## src/hdl/cuieg_pkg.sv

```systemverilog
// Package of offsets, field positions and reset values for the clock unit
package cuieg_pkg;
   localparam int ADDR_W = 8;
   localparam logic [7:0] OFS_FLAG_STATUS = 8'h30;
   localparam logic [7:0] OFS_FLAG_SET = 8'h34;
   localparam logic [7:0] OFS_FLAG_CLEAR = 8'h38;
   localparam logic [7:0] OFS_IRQ_ENABLE = 8'h3C;
   localparam logic [7:0] OFS_CORE_GATE = 8'h40;
   localparam int IRQ_W = 7;
   localparam int GATE_W = 3;
   localparam int BIT_CAL_OVERFLOW = 6;
   localparam int BIT_CAL_COMPLETE = 5;
   localparam int BIT_AUX_FAST_RC = 4;
   localparam int BIT_SLOW_CRYSTAL = 3;
   localparam int BIT_SLOW_RC = 2;
   localparam int BIT_FAST_CRYSTAL = 1;
   localparam int BIT_FAST_RC = 0;
   localparam int BIT_LE_BUS = 2;
   localparam int BIT_DMA = 1;
   localparam int BIT_AES = 0;
   localparam logic [6:0] IRQ_RESET = 7'h00;
   localparam logic [2:0] GATE_RESET = 3'h0;
   localparam logic [1:0] RESP_OKAY = 2'b00;
   localparam logic [1:0] RESP_SLVERR = 2'b10;
endpackage : cuieg_pkg

```

## src/hdl/cuieg_reg_if.sv

```systemverilog
// Interface carrying register write and read strobes inside the unit
interface cuieg_reg_if;
   import cuieg_pkg::*;
   logic wrEn;
   logic [7:0] wrAddr;
   logic [31:0] wrData;
   logic [3:0] wrStrb;
   logic [7:0] rdAddr;
   logic [31:0] rdData;
   logic rdErr;
   modport bus (output wrEn, wrAddr, wrData, wrStrb, rdAddr,
      input rdData, rdErr);
   modport regs (input wrEn, wrAddr, wrData, wrStrb, rdAddr,
      output rdData, rdErr);
endinterface : cuieg_reg_if

```

## src/hdl/clock_unit_irq_enable_core_gates.sv

```systemverilog
// Top of the clock unit interrupt enable and core clock gate registers
// Function
// - Enable bit 6 lets calibration overflow flag raise interrupt; resets 0.
// - Enable bit 5 lets calibration complete flag raise interrupt; resets 0.
// - Enable bit 4 lets auxiliary fast RC ready raise interrupt; resets 0.
// - Enable bit 3 lets slow crystal ready raise interrupt; resets 0.
// - Enable bit 2 lets slow RC ready raise interrupt; resets 0.
// - Enable bit 1 lets fast crystal ready raise interrupt; resets 0.
// - Enable bit 0 lets fast RC ready raise interrupt; resets 0.
// - Gate bit 2 supplies clock to low energy bus interface; resets 0.
// - Gate bit 1 ungates the DMA controller clock; resets 0.
// - Gate bit 0 ungates the AES accelerator clock; resets 0.
// - Writing one to flag set register sets matching flags.
// - Writing one to flag clear register clears matching flags unless their event fires that cycle.
module clock_unit_irq_enable_core_gates
   import cuieg_pkg::*;
(
   input wire logic clk,
   input wire logic rst,
   input wire logic [ADDR_W-1:0] awaddr,
   input wire logic awvalid,
   output logic awready,
   input wire logic [31:0] wdata,
   input wire logic [3:0] wstrb,
   input wire logic wvalid,
   output logic wready,
   output logic [1:0] bresp,
   output logic bvalid,
   input wire logic bready,
   input wire logic [ADDR_W-1:0] araddr,
   input wire logic arvalid,
   output logic arready,
   output logic [31:0] rdata,
   output logic [1:0] rresp,
   output logic rvalid,
   input wire logic rready,
   input wire logic calibrationOverflow,
   input wire logic calibrationComplete,
   input wire logic auxFastRcOscReady,
   input wire logic slowCrystalOscReady,
   input wire logic slowRcOscReady,
   input wire logic fastCrystalOscReady,
   input wire logic fastRcOscReady,
   output logic irq,
   output logic lowEnergyBusInterfaceClockEn,
   output logic dmaClockEn,
   output logic aesClockEn
);
   cuieg_reg_if regBus ();

   logic [IRQ_W-1:0] interruptEnableMask;
   logic [GATE_W-1:0] coreClockGateEnable;
   logic [IRQ_W-1:0] flags;
   logic [IRQ_W-1:0] events;
   logic [IRQ_W-1:0] swSet;
   logic [IRQ_W-1:0] swClear;
   logic lowLane;

   function automatic logic isMapped(input logic [7:0] a);
      return a == OFS_FLAG_STATUS || a == OFS_FLAG_SET ||
         a == OFS_FLAG_CLEAR || a == OFS_IRQ_ENABLE || a == OFS_CORE_GATE;
   endfunction : isMapped

   function automatic logic hitWrite(input logic [7:0] ofs);
      return regBus.wrEn && regBus.wrAddr == ofs && regBus.wrStrb[0];
   endfunction : hitWrite

   ////////////////////////////////////////////////////////////////////////
   // Bus front end
   cuieg_axil_slave cuieg_axil_slave_i (
      .clk(clk),
      .rst(rst),
      .awaddr(awaddr),
      .awvalid(awvalid),
      .awready(awready),
      .wdata(wdata),
      .wstrb(wstrb),
      .wvalid(wvalid),
      .wready(wready),
      .bresp(bresp),
      .bvalid(bvalid),
      .bready(bready),
      .araddr(araddr),
      .arvalid(arvalid),
      .arready(arready),
      .rdata(rdata),
      .rresp(rresp),
      .rvalid(rvalid),
      .rready(rready),
      .port(regBus)
   );

   assign lowLane = regBus.wrStrb[0];

   ////////////////////////////////////////////////////////////////////////
   // Interrupt enable mask
   always_ff @(posedge clk) begin
      if (rst) begin
         interruptEnableMask <= IRQ_RESET;
      end else if (hitWrite(OFS_IRQ_ENABLE)) begin
         // Upper bits are dropped; software keeps them zero
         interruptEnableMask <= regBus.wrData[IRQ_W-1:0];
      end
   end

   ////////////////////////////////////////////////////////////////////////
   // Core clock gate enables
   always_ff @(posedge clk) begin
      if (rst) begin
         coreClockGateEnable <= GATE_RESET;
      end else if (hitWrite(OFS_CORE_GATE)) begin
         coreClockGateEnable <= regBus.wrData[GATE_W-1:0];
      end
   end

   always_ff @(posedge clk) begin
      if (rst) begin
         lowEnergyBusInterfaceClockEn <= 1'b0;
         dmaClockEn <= 1'b0;
         aesClockEn <= 1'b0;
      end else begin
         lowEnergyBusInterfaceClockEn <=
            coreClockGateEnable[BIT_LE_BUS];
         dmaClockEn <= coreClockGateEnable[BIT_DMA];
         aesClockEn <= coreClockGateEnable[BIT_AES];
      end
   end

   ////////////////////////////////////////////////////////////////////////
   // Interrupt flags
   always_comb begin
      events = '0;
      events[BIT_CAL_OVERFLOW] = calibrationOverflow;
      events[BIT_CAL_COMPLETE] = calibrationComplete;
      events[BIT_AUX_FAST_RC] = auxFastRcOscReady;
      events[BIT_SLOW_CRYSTAL] = slowCrystalOscReady;
      events[BIT_SLOW_RC] = slowRcOscReady;
      events[BIT_FAST_CRYSTAL] = fastCrystalOscReady;
      events[BIT_FAST_RC] = fastRcOscReady;
   end

   assign swSet = hitWrite(OFS_FLAG_SET) ?
      regBus.wrData[IRQ_W-1:0] : '0;
   assign swClear = hitWrite(OFS_FLAG_CLEAR) ?
      regBus.wrData[IRQ_W-1:0] : '0;

   cuieg_irq_flags #(
      .WIDTH(IRQ_W)
   ) cuieg_irq_flags_i (
      .clk(clk),
      .rst(rst),
      .events(events),
      .swSet(swSet),
      .swClear(swClear),
      .flags(flags)
   );

   always_ff @(posedge clk) begin
      if (rst) begin
         irq <= 1'b0;
      end else begin
         irq <= |(flags & interruptEnableMask);
      end
   end

   ////////////////////////////////////////////////////////////////////////
   // Read mux
   always_comb begin
      regBus.rdData = 32'h0000_0000;
      unique case (regBus.rdAddr)
         OFS_FLAG_STATUS: regBus.rdData[IRQ_W-1:0] = flags;
         OFS_IRQ_ENABLE: regBus.rdData[IRQ_W-1:0] = interruptEnableMask;
         OFS_CORE_GATE: regBus.rdData[GATE_W-1:0] = coreClockGateEnable;
         default: regBus.rdData = 32'h0000_0000;
      endcase
   end

   assign regBus.rdErr = !isMapped(regBus.rdAddr);

   ////////////////////////////////////////////////////////////////////////
   // Checks
   a_irq_follows_mask: assert property (@(posedge clk) disable iff (rst)
      ##1 irq == |($past(flags) & $past(interruptEnableMask)))
      else $error("irq does not match flags and mask");
   a_enable_write_lands: assert property (@(posedge clk) disable iff (rst)
      hitWrite(OFS_IRQ_ENABLE) |=>
      interruptEnableMask == $past(regBus.wrData[IRQ_W-1:0]))
      else $error("enable mask write lost");
   a_gate_write_lands: assert property (@(posedge clk) disable iff (rst)
      hitWrite(OFS_CORE_GATE) |=> ##1
      aesClockEn == $past(regBus.wrData[BIT_AES], 2))
      else $error("aes gate not following write");
   a_dma_gate_out: assert property (@(posedge clk) disable iff (rst)
      ##1 dmaClockEn == $past(coreClockGateEnable[BIT_DMA]))
      else $error("dma gate out of step");
   a_le_gate_out: assert property (@(posedge clk) disable iff (rst)
      ##1 lowEnergyBusInterfaceClockEn ==
      $past(coreClockGateEnable[BIT_LE_BUS]))
      else $error("low energy gate out of step");
   a_flag_set_write: assert property (@(posedge clk) disable iff (rst)
      hitWrite(OFS_FLAG_SET) && regBus.wrData[BIT_SLOW_RC] |=>
      flags[BIT_SLOW_RC])
      else $error("flag set write ignored");
   a_flag_clear_write: assert property (@(posedge clk) disable iff (rst)
      hitWrite(OFS_FLAG_CLEAR) && regBus.wrData[BIT_FAST_RC] &&
      !events[BIT_FAST_RC] |=> !flags[BIT_FAST_RC])
      else $error("flag clear write ignored");
   a_masked_quiet: assert property (@(posedge clk) disable iff (rst)
      interruptEnableMask == '0 |=> !irq)
      else $error("irq with all enables off");
   a_lane_unused: assert property (@(posedge clk) disable iff (rst)
      regBus.wrEn && !lowLane |=>
      $stable(interruptEnableMask))
      else $error("write without low lane changed mask");
   a_aes_gate_out: assert property (@(posedge clk) disable iff (rst)
      ##1 aesClockEn == $past(coreClockGateEnable[BIT_AES]))
      else $error("aes gate out of step");
   a_unmapped_write: assert property (@(posedge clk) disable iff (rst)
      regBus.wrEn && !isMapped(regBus.wrAddr) |=>
      $stable(interruptEnableMask) && $stable(coreClockGateEnable))
      else $error("write to unmapped place changed a register");

   ////////////////////////////////////////////////////////////////////////
   // Per-source enable checks
   a_cal_ovf_irq: assert property (@(posedge clk) disable iff (rst)
      flags[BIT_CAL_OVERFLOW] && interruptEnableMask[BIT_CAL_OVERFLOW]
      |=> irq)
      else $error("calibration overflow enabled but irq low");
   a_cal_done_irq: assert property (@(posedge clk) disable iff (rst)
      flags[BIT_CAL_COMPLETE] && interruptEnableMask[BIT_CAL_COMPLETE]
      |=> irq)
      else $error("calibration complete enabled but irq low");
   a_aux_rc_irq: assert property (@(posedge clk) disable iff (rst)
      flags[BIT_AUX_FAST_RC] && interruptEnableMask[BIT_AUX_FAST_RC]
      |=> irq)
      else $error("aux fast rc ready enabled but irq low");
   a_slow_xtal_irq: assert property (@(posedge clk) disable iff (rst)
      flags[BIT_SLOW_CRYSTAL] && interruptEnableMask[BIT_SLOW_CRYSTAL]
      |=> irq)
      else $error("slow crystal ready enabled but irq low");
   a_slow_rc_irq: assert property (@(posedge clk) disable iff (rst)
      flags[BIT_SLOW_RC] && interruptEnableMask[BIT_SLOW_RC]
      |=> irq)
      else $error("slow rc ready enabled but irq low");
   a_fast_xtal_irq: assert property (@(posedge clk) disable iff (rst)
      flags[BIT_FAST_CRYSTAL] && interruptEnableMask[BIT_FAST_CRYSTAL]
      |=> irq)
      else $error("fast crystal ready enabled but irq low");
   a_fast_rc_irq: assert property (@(posedge clk) disable iff (rst)
      flags[BIT_FAST_RC] && interruptEnableMask[BIT_FAST_RC]
      |=> irq)
      else $error("fast rc ready enabled but irq low");
   a_irq_needs_flag: assert property (@(posedge clk) disable iff (rst)
      (flags & interruptEnableMask) == '0 |=> !irq)
      else $error("irq high with no enabled flag");

   ////////////////////////////////////////////////////////////////////////
   // Reset, hold and gate write checks
   a_reset_mask: assert property (@(posedge clk)
      rst |=> interruptEnableMask == IRQ_RESET)
      else $error("enable mask not cleared by reset");
   a_reset_gates: assert property (@(posedge clk)
      rst |=> coreClockGateEnable == GATE_RESET &&
      !aesClockEn && !dmaClockEn &&
      !lowEnergyBusInterfaceClockEn)
      else $error("gates not cleared by reset");
   a_mask_holds: assert property (@(posedge clk) disable iff (rst)
      !hitWrite(OFS_IRQ_ENABLE) |=> $stable(interruptEnableMask))
      else $error("enable mask changed without a write");
   a_gate_holds: assert property (@(posedge clk) disable iff (rst)
      !hitWrite(OFS_CORE_GATE) |=> $stable(coreClockGateEnable))
      else $error("gate register changed without a write");
   a_gate_reg_write: assert property (@(posedge clk) disable iff (rst)
      hitWrite(OFS_CORE_GATE) |=>
      coreClockGateEnable == $past(regBus.wrData[GATE_W-1:0]))
      else $error("gate register write lost");
   a_dma_write_lands: assert property (@(posedge clk) disable iff (rst)
      hitWrite(OFS_CORE_GATE) |=> ##1
      dmaClockEn == $past(regBus.wrData[BIT_DMA], 2))
      else $error("dma gate not following write");
   a_le_write_lands: assert property (@(posedge clk) disable iff (rst)
      hitWrite(OFS_CORE_GATE) |=> ##1
      lowEnergyBusInterfaceClockEn ==
      $past(regBus.wrData[BIT_LE_BUS], 2))
      else $error("low energy gate not following write");

   ////////////////////////////////////////////////////////////////////////
   // Flag write checks over all bits
   a_set_all_bits: assert property (@(posedge clk) disable iff (rst)
      hitWrite(OFS_FLAG_SET) |=>
      (flags & $past(regBus.wrData[IRQ_W-1:0])) ==
      $past(regBus.wrData[IRQ_W-1:0]))
      else $error("flag set write missed a bit");
   a_clear_all_bits: assert property (@(posedge clk) disable iff (rst)
      hitWrite(OFS_FLAG_CLEAR) |=>
      (flags & $past(regBus.wrData[IRQ_W-1:0]) & ~$past(events)) ==
      '0)
      else $error("flag clear write missed a bit");
   a_flags_hold: assert property (@(posedge clk) disable iff (rst)
      swSet == '0 && swClear == '0 && events == '0 |=>
      $stable(flags))
      else $error("flags changed with no cause");
endmodule : clock_unit_irq_enable_core_gates

```

## src/hdl/cuieg_axil_slave.sv

```systemverilog
// AXI4-Lite slave front end turning bus transfers into register strobes
module cuieg_axil_slave
   import cuieg_pkg::*;
(
   input wire logic clk,
   input wire logic rst,
   input wire logic [ADDR_W-1:0] awaddr,
   input wire logic awvalid,
   output logic awready,
   input wire logic [31:0] wdata,
   input wire logic [3:0] wstrb,
   input wire logic wvalid,
   output logic wready,
   output logic [1:0] bresp,
   output logic bvalid,
   input wire logic bready,
   input wire logic [ADDR_W-1:0] araddr,
   input wire logic arvalid,
   output logic arready,
   output logic [31:0] rdata,
   output logic [1:0] rresp,
   output logic rvalid,
   input wire logic rready,
   cuieg_reg_if.bus port
);
   logic haveAw;
   logic haveW;
   logic [7:0] awHeld;
   logic [31:0] wHeld;
   logic [3:0] sHeld;
   logic next_haveAw;
   logic next_haveW;
   logic next_bvalid;
   logic next_rvalid;
   logic next_wrEn;

   ////////////////////////////////////////////////////////////////////////
   // Write path: address and data taken in either order
   always_ff @(posedge clk) begin
      if (rst) begin
         haveAw <= 1'b0;
         awHeld <= 8'h00;
      end else if (awvalid && awready) begin
         haveAw <= 1'b1;
         awHeld <= awaddr;
      end else if (port.wrEn) begin
         haveAw <= 1'b0;
      end
   end

   always_ff @(posedge clk) begin
      if (rst) begin
         haveW <= 1'b0;
         wHeld <= 32'h0000_0000;
         sHeld <= 4'h0;
      end else if (wvalid && wready) begin
         haveW <= 1'b1;
         wHeld <= wdata;
         sHeld <= wstrb;
      end else if (port.wrEn) begin
         haveW <= 1'b0;
      end
   end

   assign port.wrEn = haveAw && haveW && !bvalid;

   // Readies come from flops, so they are worked out from next state
   assign next_haveAw = (awvalid && awready) || (haveAw && !port.wrEn);
   assign next_haveW = (wvalid && wready) || (haveW && !port.wrEn);
   assign next_bvalid = port.wrEn || (bvalid && !bready);
   assign next_rvalid = (arvalid && arready && !port.wrEn) ||
      (rvalid && !rready);
   assign next_wrEn = next_haveAw && next_haveW && !next_bvalid;

   always_ff @(posedge clk) begin
      if (rst) begin
         awready <= 1'b0;
         wready <= 1'b0;
         arready <= 1'b0;
      end else begin
         awready <= !next_haveAw && !next_bvalid;
         wready <= !next_haveW && !next_bvalid;
         // No read is taken in the cycle a write commits
         arready <= !next_rvalid && !next_wrEn;
      end
   end
   assign port.wrAddr = awHeld;
   assign port.wrData = wHeld;
   assign port.wrStrb = sHeld;

   always_ff @(posedge clk) begin
      if (rst) begin
         bvalid <= 1'b0;
         bresp <= RESP_OKAY;
      end else if (port.wrEn) begin
         bvalid <= 1'b1;
         bresp <= port.rdErr ? RESP_SLVERR : RESP_OKAY;
      end else if (bready) begin
         bvalid <= 1'b0;
      end
   end

   ////////////////////////////////////////////////////////////////////////
   // Read path
   assign port.rdAddr = port.wrEn ? awHeld : araddr;

   always_ff @(posedge clk) begin
      if (rst) begin
         rvalid <= 1'b0;
         rdata <= 32'h0000_0000;
         rresp <= RESP_OKAY;
      end else if (arvalid && arready && !port.wrEn) begin
         rvalid <= 1'b1;
         rdata <= port.rdData;
         rresp <= port.rdErr ? RESP_SLVERR : RESP_OKAY;
      end else if (rready) begin
         rvalid <= 1'b0;
      end
   end
endmodule : cuieg_axil_slave

```

## src/hdl/cuieg_irq_flags.sv

```systemverilog
// Sticky interrupt flags with set-wins-over-clear priority
module cuieg_irq_flags
   import cuieg_pkg::*;
#(
   parameter int WIDTH = IRQ_W
) (
   input wire logic clk,
   input wire logic rst,
   input wire logic [WIDTH-1:0] events,
   input wire logic [WIDTH-1:0] swSet,
   input wire logic [WIDTH-1:0] swClear,
   output logic [WIDTH-1:0] flags
);
   always_ff @(posedge clk) begin
      if (rst) begin
         flags <= '0;
      end else begin
         flags <= (flags & ~swClear) | swSet | events;
      end
   end

   a_set_beats_clear: assert property (@(posedge clk) disable iff (rst)
      (events != '0) |=> ((flags & $past(events)) == $past(events)))
      else $error("event lost against clear");
endmodule : cuieg_irq_flags

```

## config.mk

```make
export PLATFORM = sky130hd
export DESIGN_NAME = clock_unit_irq_enable_core_gates
export DESIGN_NICKNAME = d
export VERILOG_FILES = /design/src/hdl/cuieg_pkg.sv /design/src/hdl/cuieg_reg_if.sv /design/src/hdl/clock_unit_irq_enable_core_gates.sv /design/src/hdl/cuieg_axil_slave.sv /design/src/hdl/cuieg_irq_flags.sv
export SDC_FILE = /design/constraint.sdc
export NUM_CORES = 1
export LEC_CHECK = 0
export ABC_CLOCK_PERIOD_IN_PS = 2100
export BUFFER_PORTS_ARGS = -buffer_cell sky130_fd_sc_hd__buf_4
export CAP_MARGIN = 40
export CORE_ASPECT_RATIO = 1.5
export CORE_MARGIN = 8
export CORE_UTILIZATION = 46
export CTS_CLUSTER_DIAMETER = 60
export CTS_CLUSTER_SIZE = 16
export DETAILED_ROUTE_END_ITERATION = 12
export PLACE_DENSITY = 0.9
export SLEW_MARGIN = 30
export SYNTH_ARGS = -nofsm -noshare
export SYNTH_HDL_FRONTEND = slang
export SYNTH_SLANG_ARGS = --single-unit
```

## constraint.sdc

```tcl
create_clock -name clk -period 2.1 [get_ports clk]
set_clock_uncertainty 0.15 [all_clocks]
set_input_delay 0.105 -clock clk [delete_from_list [all_inputs] [get_ports clk]]
set_output_delay 0.105 -clock clk [all_outputs]
set_load 0.03 [all_outputs]
```

After elaboration in Yosys (flattened, before gate mapping)
Index checks and enable logic that the tools add are counted.

Mux-type cells: 13. Bitwise gates (word level): 5. Equal/unequal tests: 9. Reductions and logical operators: 45.

Operators with widths (count): 8-bit by 6-bit equality test with 1-bit output (second input constant) (7); 1-bit logical AND (23); 8-bit by 7-bit equality test with 1-bit output (second input constant) (2); 7-bit AND (2); 7-bit two-way mux (2); 7-bit OR (2); 1-bit zero test (9); 3-bit one-hot mux with 3 select lines (1); 1-bit logical OR (8); 8-bit two-way mux (1); 4-bit one-hot mux with 2 select lines (1); 2-bit nonzero test (4); 1-bit two-way mux (7); 7-bit NOT (1); 7-bit OR reduction (1); 2-bit two-way mux (1).

Output and inout port bits: 45. Bits in registers: 55. Logic and storage cells: 92.

Longest topological paths before layout
Word-level depth: 9. Depth in mapped cells: 6.

Cells and area by module
A second synthesis with hierarchy kept.

Cell total of the unflattened synthesis: 522. Area total of the unflattened synthesis: 4563.1 µm².

Modules (own cells, without submodules): cuieg_axil_slave (instances 1, seq. area each 1701.6 µm², area each 3388.2 µm², cells each 397); clock_unit_irq_enable_core_gates (instances 1, seq. area each 280.3 µm², area each 877.1 µm², cells each 97); cuieg_irq_flags (instances 1, seq. area each 140.1 µm², area each 297.8 µm², cells each 28).

Worst setup path after synthesis
OpenSTA, ideal clock, no wires.

Path kind: reg2reg. Start: reg cuieg_axil_slave_i.bvalid. End: reg cuieg_axil_slave_i.rdata[3]. Setup time: 0.131 ns. Buffers on the path: 0. Data arrival time: 1.692 ns. Path slack: 0.126 ns. Stages on the path, launching flop included: 6. Cells stage by stage: dfxtp_1 -> nand3b_2 -> mux2_2 -> and2_1 -> a221oi_1 -> nor3_1.

Longest elaborated chain between the ends: 5. Elaborated cells on any way between the ends: 8. Those cells by class: eq/ne: 2; mux: 2; reduce/logical: 4.

RTL lines: from (decl) (line cuieg_axil_slave.sv:15) `output logic bvalid,`; from (signal assigned) (line cuieg_axil_slave.sv:93) `bvalid <= 1'b0;`; from (signal assigned) (line cuieg_axil_slave.sv:96) `bvalid <= 1'b1;`; from (signal assigned) (line cuieg_axil_slave.sv:99) `bvalid <= 1'b0;`; 1-bit zero test * (line cuieg_axil_slave.sv:65) `assign port.wrEn = haveAw && haveW && !bvalid;`; 1-bit logical AND * (line cuieg_axil_slave.sv:65); 8-bit two-way mux (line cuieg_axil_slave.sv:105) `assign port.rdAddr = port.wrEn ? awHeld : araddr;`; 8-bit by 6-bit equality test with 1-bit output (line clock_unit_irq_enable_core_gates.sv:170) `unique case (regBus.rdAddr)`; 4-bit one-hot mux with 2 select lines (line clock_unit_irq_enable_core_gates.sv:170); to (signal assigned) (line cuieg_axil_slave.sv:114) `rdata <= port.rdData;`; to (decl) (line cuieg_axil_slave.sv:20) `output logic [31:0] rdata,`.

Mark *: on every way between the ends. The rest lies on a longest branch, timed or not. A chain may end at the register's enable or synchronous reset.

Final worst setup path
Start: reg cuieg_axil_slave_i.bvalid. End: reg cuieg_axil_slave_i.rdata[6].

Same word-level chain as after synthesis.

==> impl_results.md <==
* Synthesis Warnings at 0
* Yosys reg bits at 53
* Simple-gate share of the synthesized area at a little under a quarter
* Most common cell after layout, fill and taps aside: buf_4
* Dpl ws at around 0.041 ns
* Initial detailed-routing violation count at 132
* Startpoint Class: register
* Critical path arrival at 2.05 ns
* Mean Syn Cell Area at between 8 and 9 um2
* GRT Residual Overflow at 0
* Share of the synthesized area in the top cell type at between 40% and 50%
* Initial antenna violation count at 0
* Die ar. at 0.00773 mm2
* Final Power at between 1500 and 2000 uW
* Most frequent cells in the layout: buf_4, nand2_1, dfxtp_1
* Outcome: finished clean
* Clock tree sinks at 53
* Clock power share at between 20% and 30%
* CP required at around 2.1 ns
* Post-synthesis adder-cell area fraction at 0%
* Critical path capture point type: register
* I/O Buffers at 55
* Setup-failing EPs final at 0
* Fin. max-slew vios at 0
* Area leader, netlist: dfxtp_1
* Async SR Flop Fraction at 0%
* CP max-delay cell: dfxtp_1
* Die outline width at roughly 75 um
* Final WL at around 6 mm
* Synth-to-Final Area Change at 29.5%
* Largest family of logic cells by synthesized area: simple AND/OR/NAND/NOR gates
* Sum Neg Setup Slack at 0 ns
* Int Pwr at 1420 uW
* Slew @ Worst Pin at between 0.5 and 0.6 ns
* IO Count at around 110
* Final period utilization at between 90% and 100%
* Core Rows at 32
* NumNets Final at between 400 and 500
* Reg-to-reg slack, setup at approximately 0.084 ns
* Final core utilization at between 60% and 70%
* Initial Util at between 40% and 50%
* Final antenna-violating net count at 0
* Synth top area cells: dfxtp_1, nand2_1, buf_4, a21oi_1, mux2i_1
* Vias per cell at about 5
* Maximum buffer depth of the clock tree at 2
* Post-synthesis mux area share at 5.61%
* Largest net degree at the start of global routing at 53
* Wire per inst at between 10 and 15 um
* Switching share of power at between 20 and 30%
* Global-route wire length before repair at 9.76 mm
* Root Buffer: clkbuf_8
* Maximum VDD drop at 0.465 mV
* Vias in the first global route at around 2,200
* Power Density at roughly 650 mW/mm2
* Switch Pwr at 566 uW
* Sequential share of power at a little over half
* Share of cells above drive strength 1 at 20.5%
* Hpwl dp at 4.37 mm
* HP Class: primary input to register
* CTS HTree Levels at 2
* CP peak stage delay at around 0.42 ns
* F_max at around 500 MHz
* Global Route Usage Sum at roughly 16%
* Worst skew pair latency at between 0.3 and 0.4 ns
* Maxcap violations at 0
* Worst slew margin at 64.8%
* EDFF count, synth at 0
* Comb pwr share at about 17%
* Chip height at 104 um
* Post-Synthesis Cells at roughly 280
* CTS clk-pin slew, worst paths at around 0.090 ns
* CP cell instances: nand3b_2, mux2_2, and2_1, a221oi_1, nor3_1
* RSZ-0062 raised after global routing: no
* Vias post-DR at roughly 2,200
* CORE AREA at 0.00504 mm2
* Worst Path Max Fanout at 9
* Synth unique cells at 39
* Pre-Repair DR Iteration Count at 4
* Kind of critical path: register to register
* Synthesized area at roughly 0.0024 mm2
* Compound-gate portion of the synthesized area at 15.0%
* RePlAce Congestion at about 0.84
* Final worst slack at approximately 0.084 ns
* Cts bufs inserted at 5
* Ant. Diodes at 0
* TritonCTS clock tree: yes
* DRC Markers at 0
* Post-Synth XOR/XNOR Area at less than 1%
* Hold Fails Final Rpt at 0
* Leakage at ~0.0013 uW
* Seq/Total Area, Yosys at between 40% and 50%
* Setup bufs post-CTS at 0
* Most used flip-flop cell after synthesis: dfxtp_1
* Tmin final at roughly 2.0 ns
==> critical path, delay by kind of cell, from the launching register on <==
family             cells  cell delay [ns]
and+or+nand+nor        3             0.59
DFF                    1             0.42
AOI/OAI and AO/OA      1             0.32
muxes                  1             0.41
==> stage by stage <==
step | hold WS (ns) | instances | area (um2)
floorplan | 0.0910 | 304 | 2460
global placement | 0.193 | 392 | 2730
detailed placement | 0.200 | 392 | 2730
CTS | 0.0300 | 424 | 3060
global route | 0.0695 | 424 | 3060
finish | 0.0396 | 424 | 3060
==> cell usage after synthesis, drive strengths merged (4+ instances only) <==
master	count
nor4	5
buf	28
clkbuf	10
o21ai	12
nor2b	4
and2	4
a21oi	27
a22oi	5
dfxtp	53
a221oi	4
nand2	56
nor3	5
nor2	22
mux2i	11
==> area by class of cell <==
class                   count  area (um2)
flip-flops and latches     53        1060
well taps                  68        85.1
clock inverters             2        13.8
repair buffers             82         676
fillers                   430        1980
inverters                   1        3.75
clock buffers               6        72.6
multi-input cells         212        1150
==> logic make-up after synthesis <==
group | count (synthesis)
and+or+nand+nor | 115
DFF | 53
AOI/OAI and AO/OA | 56
other | 1
buffers and inverters | 39
muxes | 13
xor gates and xnor gates | 1
==> sequential cells by signal, summed over array words and instances, names as in the netlist <==
register,count
cuieg_axil_slave_i.port.wrAddr,8
cuieg_axil_slave_i.port.wrData,7
cuieg_axil_slave_i.rdata,7
cuieg_irq_flags_i.flags,7
interruptEnableMask,7
coreClockGateEnable,3
aesClockEn,1
cuieg_axil_slave_i.arready,1
cuieg_axil_slave_i.awready,1
cuieg_axil_slave_i.bresp,1
cuieg_axil_slave_i.bvalid,1
cuieg_axil_slave_i.haveAw,1
cuieg_axil_slave_i.haveW,1
cuieg_axil_slave_i.port.wrStrb,1
cuieg_axil_slave_i.rresp,1
cuieg_axil_slave_i.rvalid,1
cuieg_axil_slave_i.wready,1
dmaClockEn,1
irq,1
lowEnergyBusInterfaceClockEn,1
==> layer usage <==
| metal | part of all wire (%) | GRT usage, % | routed length, um |
|---|---|---|---|
| met1 | 39 | 17.1 | 2350 |
| met2 | 52 | 26.6 | 3140 |
| met3 | 7.5 | 4.34 | 453 |
| met4 | 2.0 | 6.20 | 119 |
| met5 | 0 | 0 | 0 |
==> power groups by stage <==
stage | logic [uW] | clock network, uW | registers, uW
floorplan | 200 | 0 | 1130
global placement | 286 | 0 | 1100
detailed placement | 292 | 0 | 1110
CTS | 330 | 575 | 1080
global route | 358 | 618 | 1090
finish | 334 | 570 | 1080
==> path summary, 6_finish.rpt <==
| check | cells past startpoint | startpoint | end |
|---|---|---|---|
| min reg2reg | 2 | cuieg_axil_slave_i.rdata[1] | cuieg_axil_slave_i.rdata[1] |
| max reg2reg | 5 | cuieg_axil_slave_i.bvalid | cuieg_axil_slave_i.rdata[6] |
| max | 5 | cuieg_axil_slave_i.bvalid | cuieg_axil_slave_i.rdata[6] |
| min | 4 | bready | cuieg_axil_slave_i.bvalid |
==> repair_timing <==
action                     4_1_cts  5_1_grt
hold buffers                    24        0
gates resized for setup          0        1
hold endpoints to repair        24        0
setup endpoints to repair        0        7
Note: power is estimated with default switching activity, not from simulation.
